<file path="src/core/cpm_cfg.svh">
// Constants for the CPU-style parallel port master: codes, widths and timing counts.
// Assumes inclusion by the top port master module only; definitions only.
// What this block does
// - Mode 0 master, 2 off; off floats outputs.
// - Only protocol code 0, the default.
// - Ready source 0 outside, 1 inside (default).
// - Write drives address and data, then strobes.
// - Read drives address, strobes, captures returned data.
// - Assert select line of chosen target 0/1.
// - Sixteen-bit address bus covers 64k space.
// - Per-access byte or word width only.
// - Latch interrupt line, readable as one bit.
// - Software clear resets the interrupt latch.
// - Reset output follows last software-written level.
`ifndef CPM_CFG_SVH
`define CPM_CFG_SVH
`define CPM_MODE_MASTER     2'h0
`define CPM_MODE_OFF        2'h2
`define CPM_MODE_RESET      2'h2
`define CPM_PROTO_DEFAULT   2'h0
`define CPM_RDY_OUTSIDE     1'h0
`define CPM_RDY_INSIDE      1'h1
`define CPM_RDY_RESET       1'h1
`define CPM_PORT_RST_RESET  1'h1
`define CPM_CLK_MHZ         40
`define CPM_SETUP_NS        50
`define CPM_STROBE_NS       100
`define CPM_HOLD_NS         25
`define CPM_SETUP_CYC       ((`CPM_SETUP_NS * `CPM_CLK_MHZ + 999) / 1000)
`define CPM_STROBE_CYC      ((`CPM_STROBE_NS * `CPM_CLK_MHZ + 999) / 1000)
`define CPM_HOLD_CYC        ((`CPM_HOLD_NS * `CPM_CLK_MHZ + 999) / 1000)
`endif

</file>
<file path="src/core/cpm_pkg.sv">
// Types shared by the port master modules.
// Assumes cpm_cfg.svh is reachable on the include path.
package cpm_pkg;
  typedef enum logic [2:0] {
    CPM_IDLE   = 3'b000,
    CPM_SETUP  = 3'b001,
    CPM_STROBE = 3'b010,
    CPM_WAIT   = 3'b011,
    CPM_HOLD   = 3'b100
  } cpm_state_t;

  // One access request from software.
  typedef struct packed {
    logic        write;
    logic        target;
    logic        word;
    logic [15:0] addr;
    logic [15:0] data;
  } cpm_req_t;

  // Port pins driven by the master; dataOe enables the data lines, ctrlOe the others.
  typedef struct packed {
    logic [15:0] addr;
    logic [15:0] dataOut;
    logic        dataOe;
    logic        rdN;
    logic        wrN;
    logic [1:0]  selN;
    logic        byteHighN;
    logic        portRstN;
    logic        ctrlOe;
  } cpm_pins_t;
endpackage

</file>
<file path="src/core/cpm_port_master.sv">
// Top of the CPU-style parallel port master: settings, access sequencer and pins.
// Assumes synchronous inputs on clk and a testbench that resolves pins from enables.
`timescale 1ns/1ps
`default_nettype none
`include "cpm_cfg.svh"
module cpm_port_master #(
  parameter int SETUP_CYC  = `CPM_SETUP_CYC,
  parameter int STROBE_CYC = `CPM_STROBE_CYC,
  parameter int HOLD_CYC   = `CPM_HOLD_CYC
) (
  input  wire logic             clk,
  input  wire logic             rst_n,
  input  wire logic [1:0]       modeSetting,
  input  wire logic [1:0]       protocolSetting,
  input  wire logic             readySourceSetting,
  input  wire logic             reqValid,
  input  wire cpm_pkg::cpm_req_t req,
  output var  logic             reqReady,
  output var  logic             done,
  output var  logic [15:0]      readData,
  output var  logic             badSetting,
  input  wire logic             irqIn,
  input  wire logic             irqClear,
  output var  logic             irqLatched,
  input  wire logic             portRstWrite,
  input  wire logic             portRstValue,
  input  wire logic             readyIn_n,
  input  wire logic [15:0]      dataIn,
  output var  cpm_pkg::cpm_pins_t pins
);
  import cpm_pkg::*;

  logic rstSync_n;
  logic latchedIrq;

  cpm_reset_sync uResetSync (
    .clk       (clk),
    .rst_n     (rst_n),
    .syncRst_n (rstSync_n)
  );

  cpm_irq_latch uIrq (
    .clk       (clk),
    .rstSync_n (rstSync_n),
    .irqIn     (irqIn),
    .clear     (irqClear),
    .latched   (latchedIrq)
  );

  cpm_state_t  state_ff;
  cpm_state_t  nxt_state;
  cpm_req_t    cur_ff;
  cpm_req_t    nxt_cur;
  logic [7:0]  count_ff;
  logic [7:0]  nxt_count;
  logic [15:0] readData_ff;
  logic [15:0] nxt_readData;
  logic        done_ff;
  logic        nxt_done;
  logic        reqReady_ff;
  logic        nxt_reqReady;
  logic        badSetting_ff;
  logic        nxt_badSetting;
  logic        portRst_ff;
  logic        nxt_portRst;
  logic        irqLatched_ff;
  cpm_pins_t   pins_ff;
  cpm_pins_t   nxt_pins;
  logic        master;
  logic        autoReady;

  // Turns a cycle count into the value loaded into the down counter.
  function automatic logic [7:0] loadCount(input int cycles);
    loadCount = (cycles < 1) ? 8'h00 : 8'(cycles - 1);
  endfunction

  // Only master mode with the single protocol runs cycles; any other code is off.
  assign master    = (modeSetting == `CPM_MODE_MASTER) &&
                     (protocolSetting == `CPM_PROTO_DEFAULT);
  assign autoReady = (readySourceSetting == `CPM_RDY_INSIDE);

  // Access sequencer: setup, strobe, optional wait, hold.
  always_comb begin
    nxt_state      = state_ff;
    nxt_cur        = cur_ff;
    nxt_count      = count_ff;
    nxt_readData   = readData_ff;
    nxt_done       = 1'b0;
    nxt_reqReady   = 1'b0;
    nxt_badSetting = !master && (modeSetting != `CPM_MODE_OFF);
    case (state_ff)
      CPM_IDLE: begin
        nxt_reqReady = master;
        if (reqValid && reqReady_ff && master) begin
          nxt_cur      = req;
          nxt_reqReady = 1'b0;
          nxt_count    = loadCount(SETUP_CYC);
          nxt_state    = CPM_SETUP;
        end
      end
      CPM_SETUP: begin
        if (count_ff == 8'h00) begin
          nxt_count = loadCount(STROBE_CYC);
          nxt_state = CPM_STROBE;
        end else begin
          nxt_count = count_ff - 8'h01;
        end
      end
      CPM_STROBE: begin
        if (count_ff != 8'h00) begin
          nxt_count = count_ff - 8'h01;
        end else if (autoReady) begin
          nxt_count = loadCount(HOLD_CYC);
          nxt_state = CPM_HOLD;
        end else begin
          nxt_state = CPM_WAIT;
        end
      end
      CPM_WAIT: begin
        // Waits here as long as the target holds ready back.
        if (!readyIn_n) begin
          nxt_count = loadCount(HOLD_CYC);
          nxt_state = CPM_HOLD;
        end
      end
      CPM_HOLD: begin
        if (count_ff == 8'h00) begin
          nxt_done  = 1'b1;
          nxt_state = CPM_IDLE;
        end else begin
          nxt_count = count_ff - 8'h01;
        end
      end
      default: begin
        nxt_state = CPM_IDLE;
      end
    endcase
    // Capture read data as the strobe ends; byte reads zero the upper half.
    if (!cur_ff.write && ((state_ff == CPM_STROBE && count_ff == 8'h00 && autoReady) ||
                          (state_ff == CPM_WAIT && !readyIn_n))) begin
      nxt_readData = cur_ff.word ? dataIn : {8'h00, dataIn[7:0]};
    end
    // Leaving master mode mid-cycle abandons it; pins float at once anyway.
    if (!master && state_ff != CPM_IDLE) begin
      nxt_state = CPM_IDLE;
      nxt_done  = 1'b1;
    end
  end

  // Reset output level simply follows the last software write.
  always_comb begin
    nxt_portRst = portRstWrite ? portRstValue : portRst_ff;
  end

  // Pin values, registered so every output comes from a flip-flop.
  always_comb begin
    logic busy;
    logic strobe;
    busy   = (nxt_state != CPM_IDLE);
    strobe = (nxt_state == CPM_STROBE) || (nxt_state == CPM_WAIT);
    nxt_pins           = '0;
    nxt_pins.addr      = busy ? nxt_cur.addr : 16'h0000;
    nxt_pins.dataOut   = nxt_cur.word ? nxt_cur.data : {8'h00, nxt_cur.data[7:0]};
    nxt_pins.dataOe    = master && busy && nxt_cur.write;
    nxt_pins.wrN       = !(strobe && nxt_cur.write);
    nxt_pins.rdN       = !(strobe && !nxt_cur.write);
    nxt_pins.selN[0]   = !(busy && !nxt_cur.target);
    nxt_pins.selN[1]   = !(busy && nxt_cur.target);
    nxt_pins.byteHighN = !(busy && nxt_cur.word);
    nxt_pins.portRstN  = nxt_portRst;
    nxt_pins.ctrlOe    = master;
  end

  // Registers of the sequencer and the pins; defaults leave the port off.
  always_ff @(posedge clk or negedge rstSync_n) begin
    if (!rstSync_n) begin
      state_ff      <= CPM_IDLE;
      cur_ff        <= '0;
      count_ff      <= 8'h00;
      readData_ff   <= 16'h0000;
      done_ff       <= 1'b0;
      reqReady_ff   <= 1'b0;
      badSetting_ff <= 1'b0;
      portRst_ff    <= `CPM_PORT_RST_RESET;
      irqLatched_ff <= 1'b0;
      pins_ff       <= '{addr: 16'h0000, dataOut: 16'h0000, dataOe: 1'b0, rdN: 1'b1, wrN: 1'b1,
                         selN: 2'h3, byteHighN: 1'b1, portRstN: 1'b1, ctrlOe: 1'b0};
    end else begin
      state_ff      <= nxt_state;
      cur_ff        <= nxt_cur;
      count_ff      <= nxt_count;
      readData_ff   <= nxt_readData;
      done_ff       <= nxt_done;
      reqReady_ff   <= nxt_reqReady;
      badSetting_ff <= nxt_badSetting;
      portRst_ff    <= nxt_portRst;
      irqLatched_ff <= latchedIrq;
      pins_ff       <= nxt_pins;
    end
  end

  assign reqReady   = reqReady_ff;
  assign done       = done_ff;
  assign readData   = readData_ff;
  assign badSetting = badSetting_ff;
  assign irqLatched = irqLatched_ff;
  assign pins       = pins_ff;
endmodule
`default_nettype wire

</file>
<file path="src/core/cpm_reset_sync.sv">
// Reset release synchroniser: asserts at once, releases after two clock edges.
// Assumes rst_n may be asynchronous to clk.
`timescale 1ns/1ps
`default_nettype none
module cpm_reset_sync (
  input  wire logic clk,
  input  wire logic rst_n,
  output var  logic syncRst_n
);
  logic stage1_ff;
  logic stage2_ff;

  // The first stage feeds only the second, so a metastable release cannot fan out.
  always_ff @(posedge clk or negedge rst_n) begin
    if (!rst_n) begin
      stage1_ff <= 1'b0;
      stage2_ff <= 1'b0;
    end else begin
      stage1_ff <= 1'b1;
      stage2_ff <= stage1_ff;
    end
  end
  assign syncRst_n = stage2_ff;
endmodule
`default_nettype wire

</file>
<file path="src/core/cpm_irq_latch.sv">
// Interrupt latch for the port's incoming interrupt line.
// Assumes the line is synchronous to clk and active high here.
`timescale 1ns/1ps
`default_nettype none
module cpm_irq_latch (
  input  wire logic clk,
  input  wire logic rstSync_n,
  input  wire logic irqIn,
  input  wire logic clear,
  output var  logic latched
);
  logic latched_ff;
  logic nxt_latched;

  // A set in the same cycle as a clear wins, so no interrupt is lost.
  always_comb begin
    nxt_latched = latched_ff;
    if (clear) begin
      nxt_latched = 1'b0;
    end
    if (irqIn) begin
      nxt_latched = 1'b1;
    end
  end

  always_ff @(posedge clk or negedge rstSync_n) begin
    if (!rstSync_n) begin
      latched_ff <= 1'b0;
    end else begin
      latched_ff <= nxt_latched;
    end
  end
  assign latched = latched_ff;
endmodule
`default_nettype wire

</file>
<file path="config.mk">
export PLATFORM = sky130hd
export DESIGN_NAME = cpm_port_master
export DESIGN_NICKNAME = d
export VERILOG_FILES = /design/src/core/cpm_pkg.sv /design/src/core/cpm_port_master.sv /design/src/core/cpm_reset_sync.sv /design/src/core/cpm_irq_latch.sv
export VERILOG_INCLUDE_DIRS = /design/src /design/src/core
export SDC_FILE = /design/constraint.sdc
export NUM_CORES = 1
export LEC_CHECK = 0
export BUFFER_PORTS_ARGS = -buffer_cell sky130_fd_sc_hd__clkbuf_2
export CAP_MARGIN = 30
export CORE_UTILIZATION = 51
export CTS_CLUSTER_DIAMETER = 200
export CTS_CLUSTER_SIZE = 8
export DETAILED_ROUTE_END_ITERATION = 8
export PLACE_DENSITY = 0.79
export SETUP_SLACK_MARGIN = 0.3
export SYNTH_ARGS = -nofsm -noshare
export SYNTH_HDL_FRONTEND = slang
export SYNTH_SLANG_ARGS = --single-unit
</file>
<file path="constraint.sdc">
create_clock -name clk -period 3.3 [get_ports clk]
set_input_delay 0.66 -clock clk [delete_from_list [all_inputs] [get_ports clk]]
set_output_delay 0.66 -clock clk [all_outputs]
set_load 0.005 [all_outputs]
</file>
==> results.json <==
{
  "status": "finished clean",
  "grt-ovfl-total": 0,
  "n_antenna_cell": 0,
  "finalHoldViolCount": 0,
  "synth.area.top_cells": "dfrtp_1, mux2_2, nand2_1",
  "drive_gt1_share_pct": 43.02,
  "critPathKind": "reg2reg",
  "fin_crit_sh_pct": 82.19,
  "reg2reg_from": "count_ff[0]$_DFFE_PN0P_",
  "synth_seq_cells": 101,
  "crit_path_cell_trace": "inv_1 -> ha_1 -> nor3b_1 -> and2_0 -> o211ai_2 -> a31oi_2 -> nand2b_1 -> o2bb2ai_1",
  "avgSynthCellArea_um2": 12.40,
  "yosysTopAreaCellShare_pct": 58.44,
  "antenna_found_initial": 0,
  "firstDrtPassIters": 4,
  "cts_root_buf": "clkbuf_8",
  "first_iter_violations": 116,
  "die-height_um": 91.31,
  "fin_cells": 553,
  "wirelength_um": 7672,
  "final_common_cell": "clkbuf_2",
  "path_clk_slew_ps": 100,
  "grt_start_max_net_pins": 71,
  "ctsResizeCount": 0,
  "dp_hpwl_um": 5615,
  "core-area_um2": 7727,
  "vias_per_cell": 5.027,
  "crit_path_end_kind": "flop",
  "timing.fmax_mhz": 368.7,
  "setup_tns_ps": 0,
  "synth_fp_nets": 394,
  "maxSlewViolCount": 0,
  "reg2reg_depth": 8,
  "netlist_area_um2": 4068,
  "start_kind": "flop",
  "r2r-end": "count_ff[5]$_DFFE_PN0P_",
  "remaining_drc_errors": 0,
  "final_cell_mix": "clkbuf_2, dfrtp_1, nand2_1",
  "wl_per_cell_um": 13.87,
  "arrival_ps": 2990,
  "rsz0062_at_grt": "false",
  "powerDensity_nw_per_um2": 447.9,
  "clock-sinks": 101,
  "cpPeakStageDelay_ps": 460,
  "yosysTopAreaCell": "dfrtp_1",
  "cp_slowest_cell": "nor3b_1",
  "post_cts_buffers": 0,
  "tightestPinTransition_ps": 542.4,
  "area_growth_pct": 20.76,
  "final_nets": 512,
  "async_reset_ff_share_pct": 100.0,
  "setup_viol": 0,
  "vias": 2780,
  "synth_top_flop_cell": "dfrtp_1",
  "dpl.cell_count": 537,
  "cts_tree": "yes",
  "fin_skew_ps": 10.64,
  "r2r_slack_ps": 590,
  "initial_core_util_pct": 52.64,
  "clock_path_buffers": 2,
  "die-area_um2": 8337,
  "num_rows": 32,
  "synth.yosys.seq_area_share_pct": 62.32,
  "ant_nets": 0,
  "postSynthCellCount": 328,
  "h-tree-depth": 3,
  "required_ps": 3580,
  "portBuffers": 123,
  "maxCapViolCount": 0,
  "p_leak_uw": 0.002572,
  "synth_cell_types": 46,
  "grt_pass1_wl_um": 12970,
  "place_congestion": 0.7723,
  "synth-edff-count": 0,
  "ios": 124,
  "hold_path.class": "in2async",
  "cts_buffers": 9,
  "clk_latency_ps": 360,
  "postCtsHoldBufs": 0,
  "grt_pass1_vias": 2795,
  "track_usage_pct": 19.96,
  "slew_headroom_pct": 63.76,
  "die_w_um": 91.31,
  "yosys_warnings": 0,
  "peakVddDrop_mv": 0.2290,
  "worstPathMaxFanout": 12,
  "fin_crit_ps": 2712
}
cell usage after synthesis (4+ instances only):
master / count
nand2b_1: 9
buf_2: 4
dfstp_2: 6
a21oi_1: 5
o2bb2ai_1: 6
nor2b_1: 26
nand3_1: 9
nor2_1: 10
o21ai_0: 8
mux2_2: 35
buf_4: 12
nand2_1: 49
inv_1: 6
clkbuf_1: 4
dfrtp_1: 95
where the power goes:
| group | internal [uW] | total (uW) | switching (uW) |
|---|---|---|---|
| clock network | 289 | 732 | 443 |
| registers | 1270 | 1300 | 28.3 |
| logic | 84.3 | 166 | 81.2 |
| total | 1650 | 2200 | 552 |
worst max path at each step:
stage / from / end / slack (ps) / depth (start not counted)
final: count_ff[0]$_DFFE_PN0P_ / count_ff[5]$_DFFE_PN0P_ / 590 / 8
after global routing: count_ff[0]$_DFFE_PN0P_ / count_ff[2]$_DFFE_PN0P_ / 330 / 8
after CTS: count_ff[0]$_DFFE_PN0P_ / count_ff[4]$_DFFE_PN0P_ / 600 / 8
after detailed placement: modeSetting[0] / count_ff[4]$_DFFE_PN0P_ / 520 / 8
after global placement: modeSetting[0] / count_ff[2]$_DFFE_PN0P_ / 510 / 8
after floorplan: modeSetting[0] / pins[22]$_DFF_PN0_ / 1120 / 6
area by class of cell:
| type | instances | area [um^2] |
|---|---|---|
| multi-input cells | 198 | 1353 |
| clock inverters | 6 | 55.05 |
| inverters | 6 | 22.52 |
| repair buffers | 130 | 688.2 |
| clock buffers | 10 | 127.6 |
| well taps | 102 | 127.6 |
| fillers | 612 | 2815 |
| flip-flops and latches | 101 | 2539 |
layer usage:
metal / global-route usage (%) / part of all wire (%)
met4: 7.804 / 1.4
met1: 26.14 / 44
met3: 4.355 / 4.8
met5: 0 / 0
met2: 32.58 / 50
flip-flops by register name, summed over array words and instances, names as in the netlist:
| signal | cells |
|---|---|
| done | 1 |
| uIrq.latched | 1 |
| uResetSync.stage1_ff | 1 |
| irqLatched | 1 |
| readData | 16 |
| uResetSync.syncRst_n | 1 |
| badSetting | 1 |
| reqReady | 1 |
| count_ff | 8 |
| cur_ff | 27 |
| pins | 40 |
| state_ff | 3 |
per-stage QoR:
| stage | hold WS [ps] | setup WS (ps) | area [um^2] | util [%] | power [uW] |
|---|---|---|---|---|---|
| after detailed placement | 217.3 | 522.6 | 4730 | 61.20 | 1496 |
| final | 63.57 | 587.8 | 4912 | 63.57 | 2200 |
| after global routing | 40.56 | 332.7 | 4912 | 63.57 | 2304 |
| after floorplan | 331.1 | 1119 | 4069 | - | 1421 |
| after CTS | 44.18 | 604.5 | 4912 | 63.57 | 2232 |
| after global placement | 339.7 | 514.2 | 4702 | 60.85 | 1484 |
worst max-delay path: cells and delay by family, from the launching register on:
family,cells,cell delay (ps)
buffers and inverters,1,110
adders and majority gates,1,140
DFF,1,450
and+or+nand+nor,3,1120
AOI/OAI and AO/OA,3,800
cell families after synthesis:
group,synth area share (%)
buffers and inverters,4.460
AOI/OAI and AO/OA,6.552
muxes,9.935
xor gates and xnor gates,0.2154
other,0.09219
adders and majority gates,0.6151
DFF,62.32
and+or+nand+nor,15.81
No activity file was read; power rests on OpenSTA's default activity.
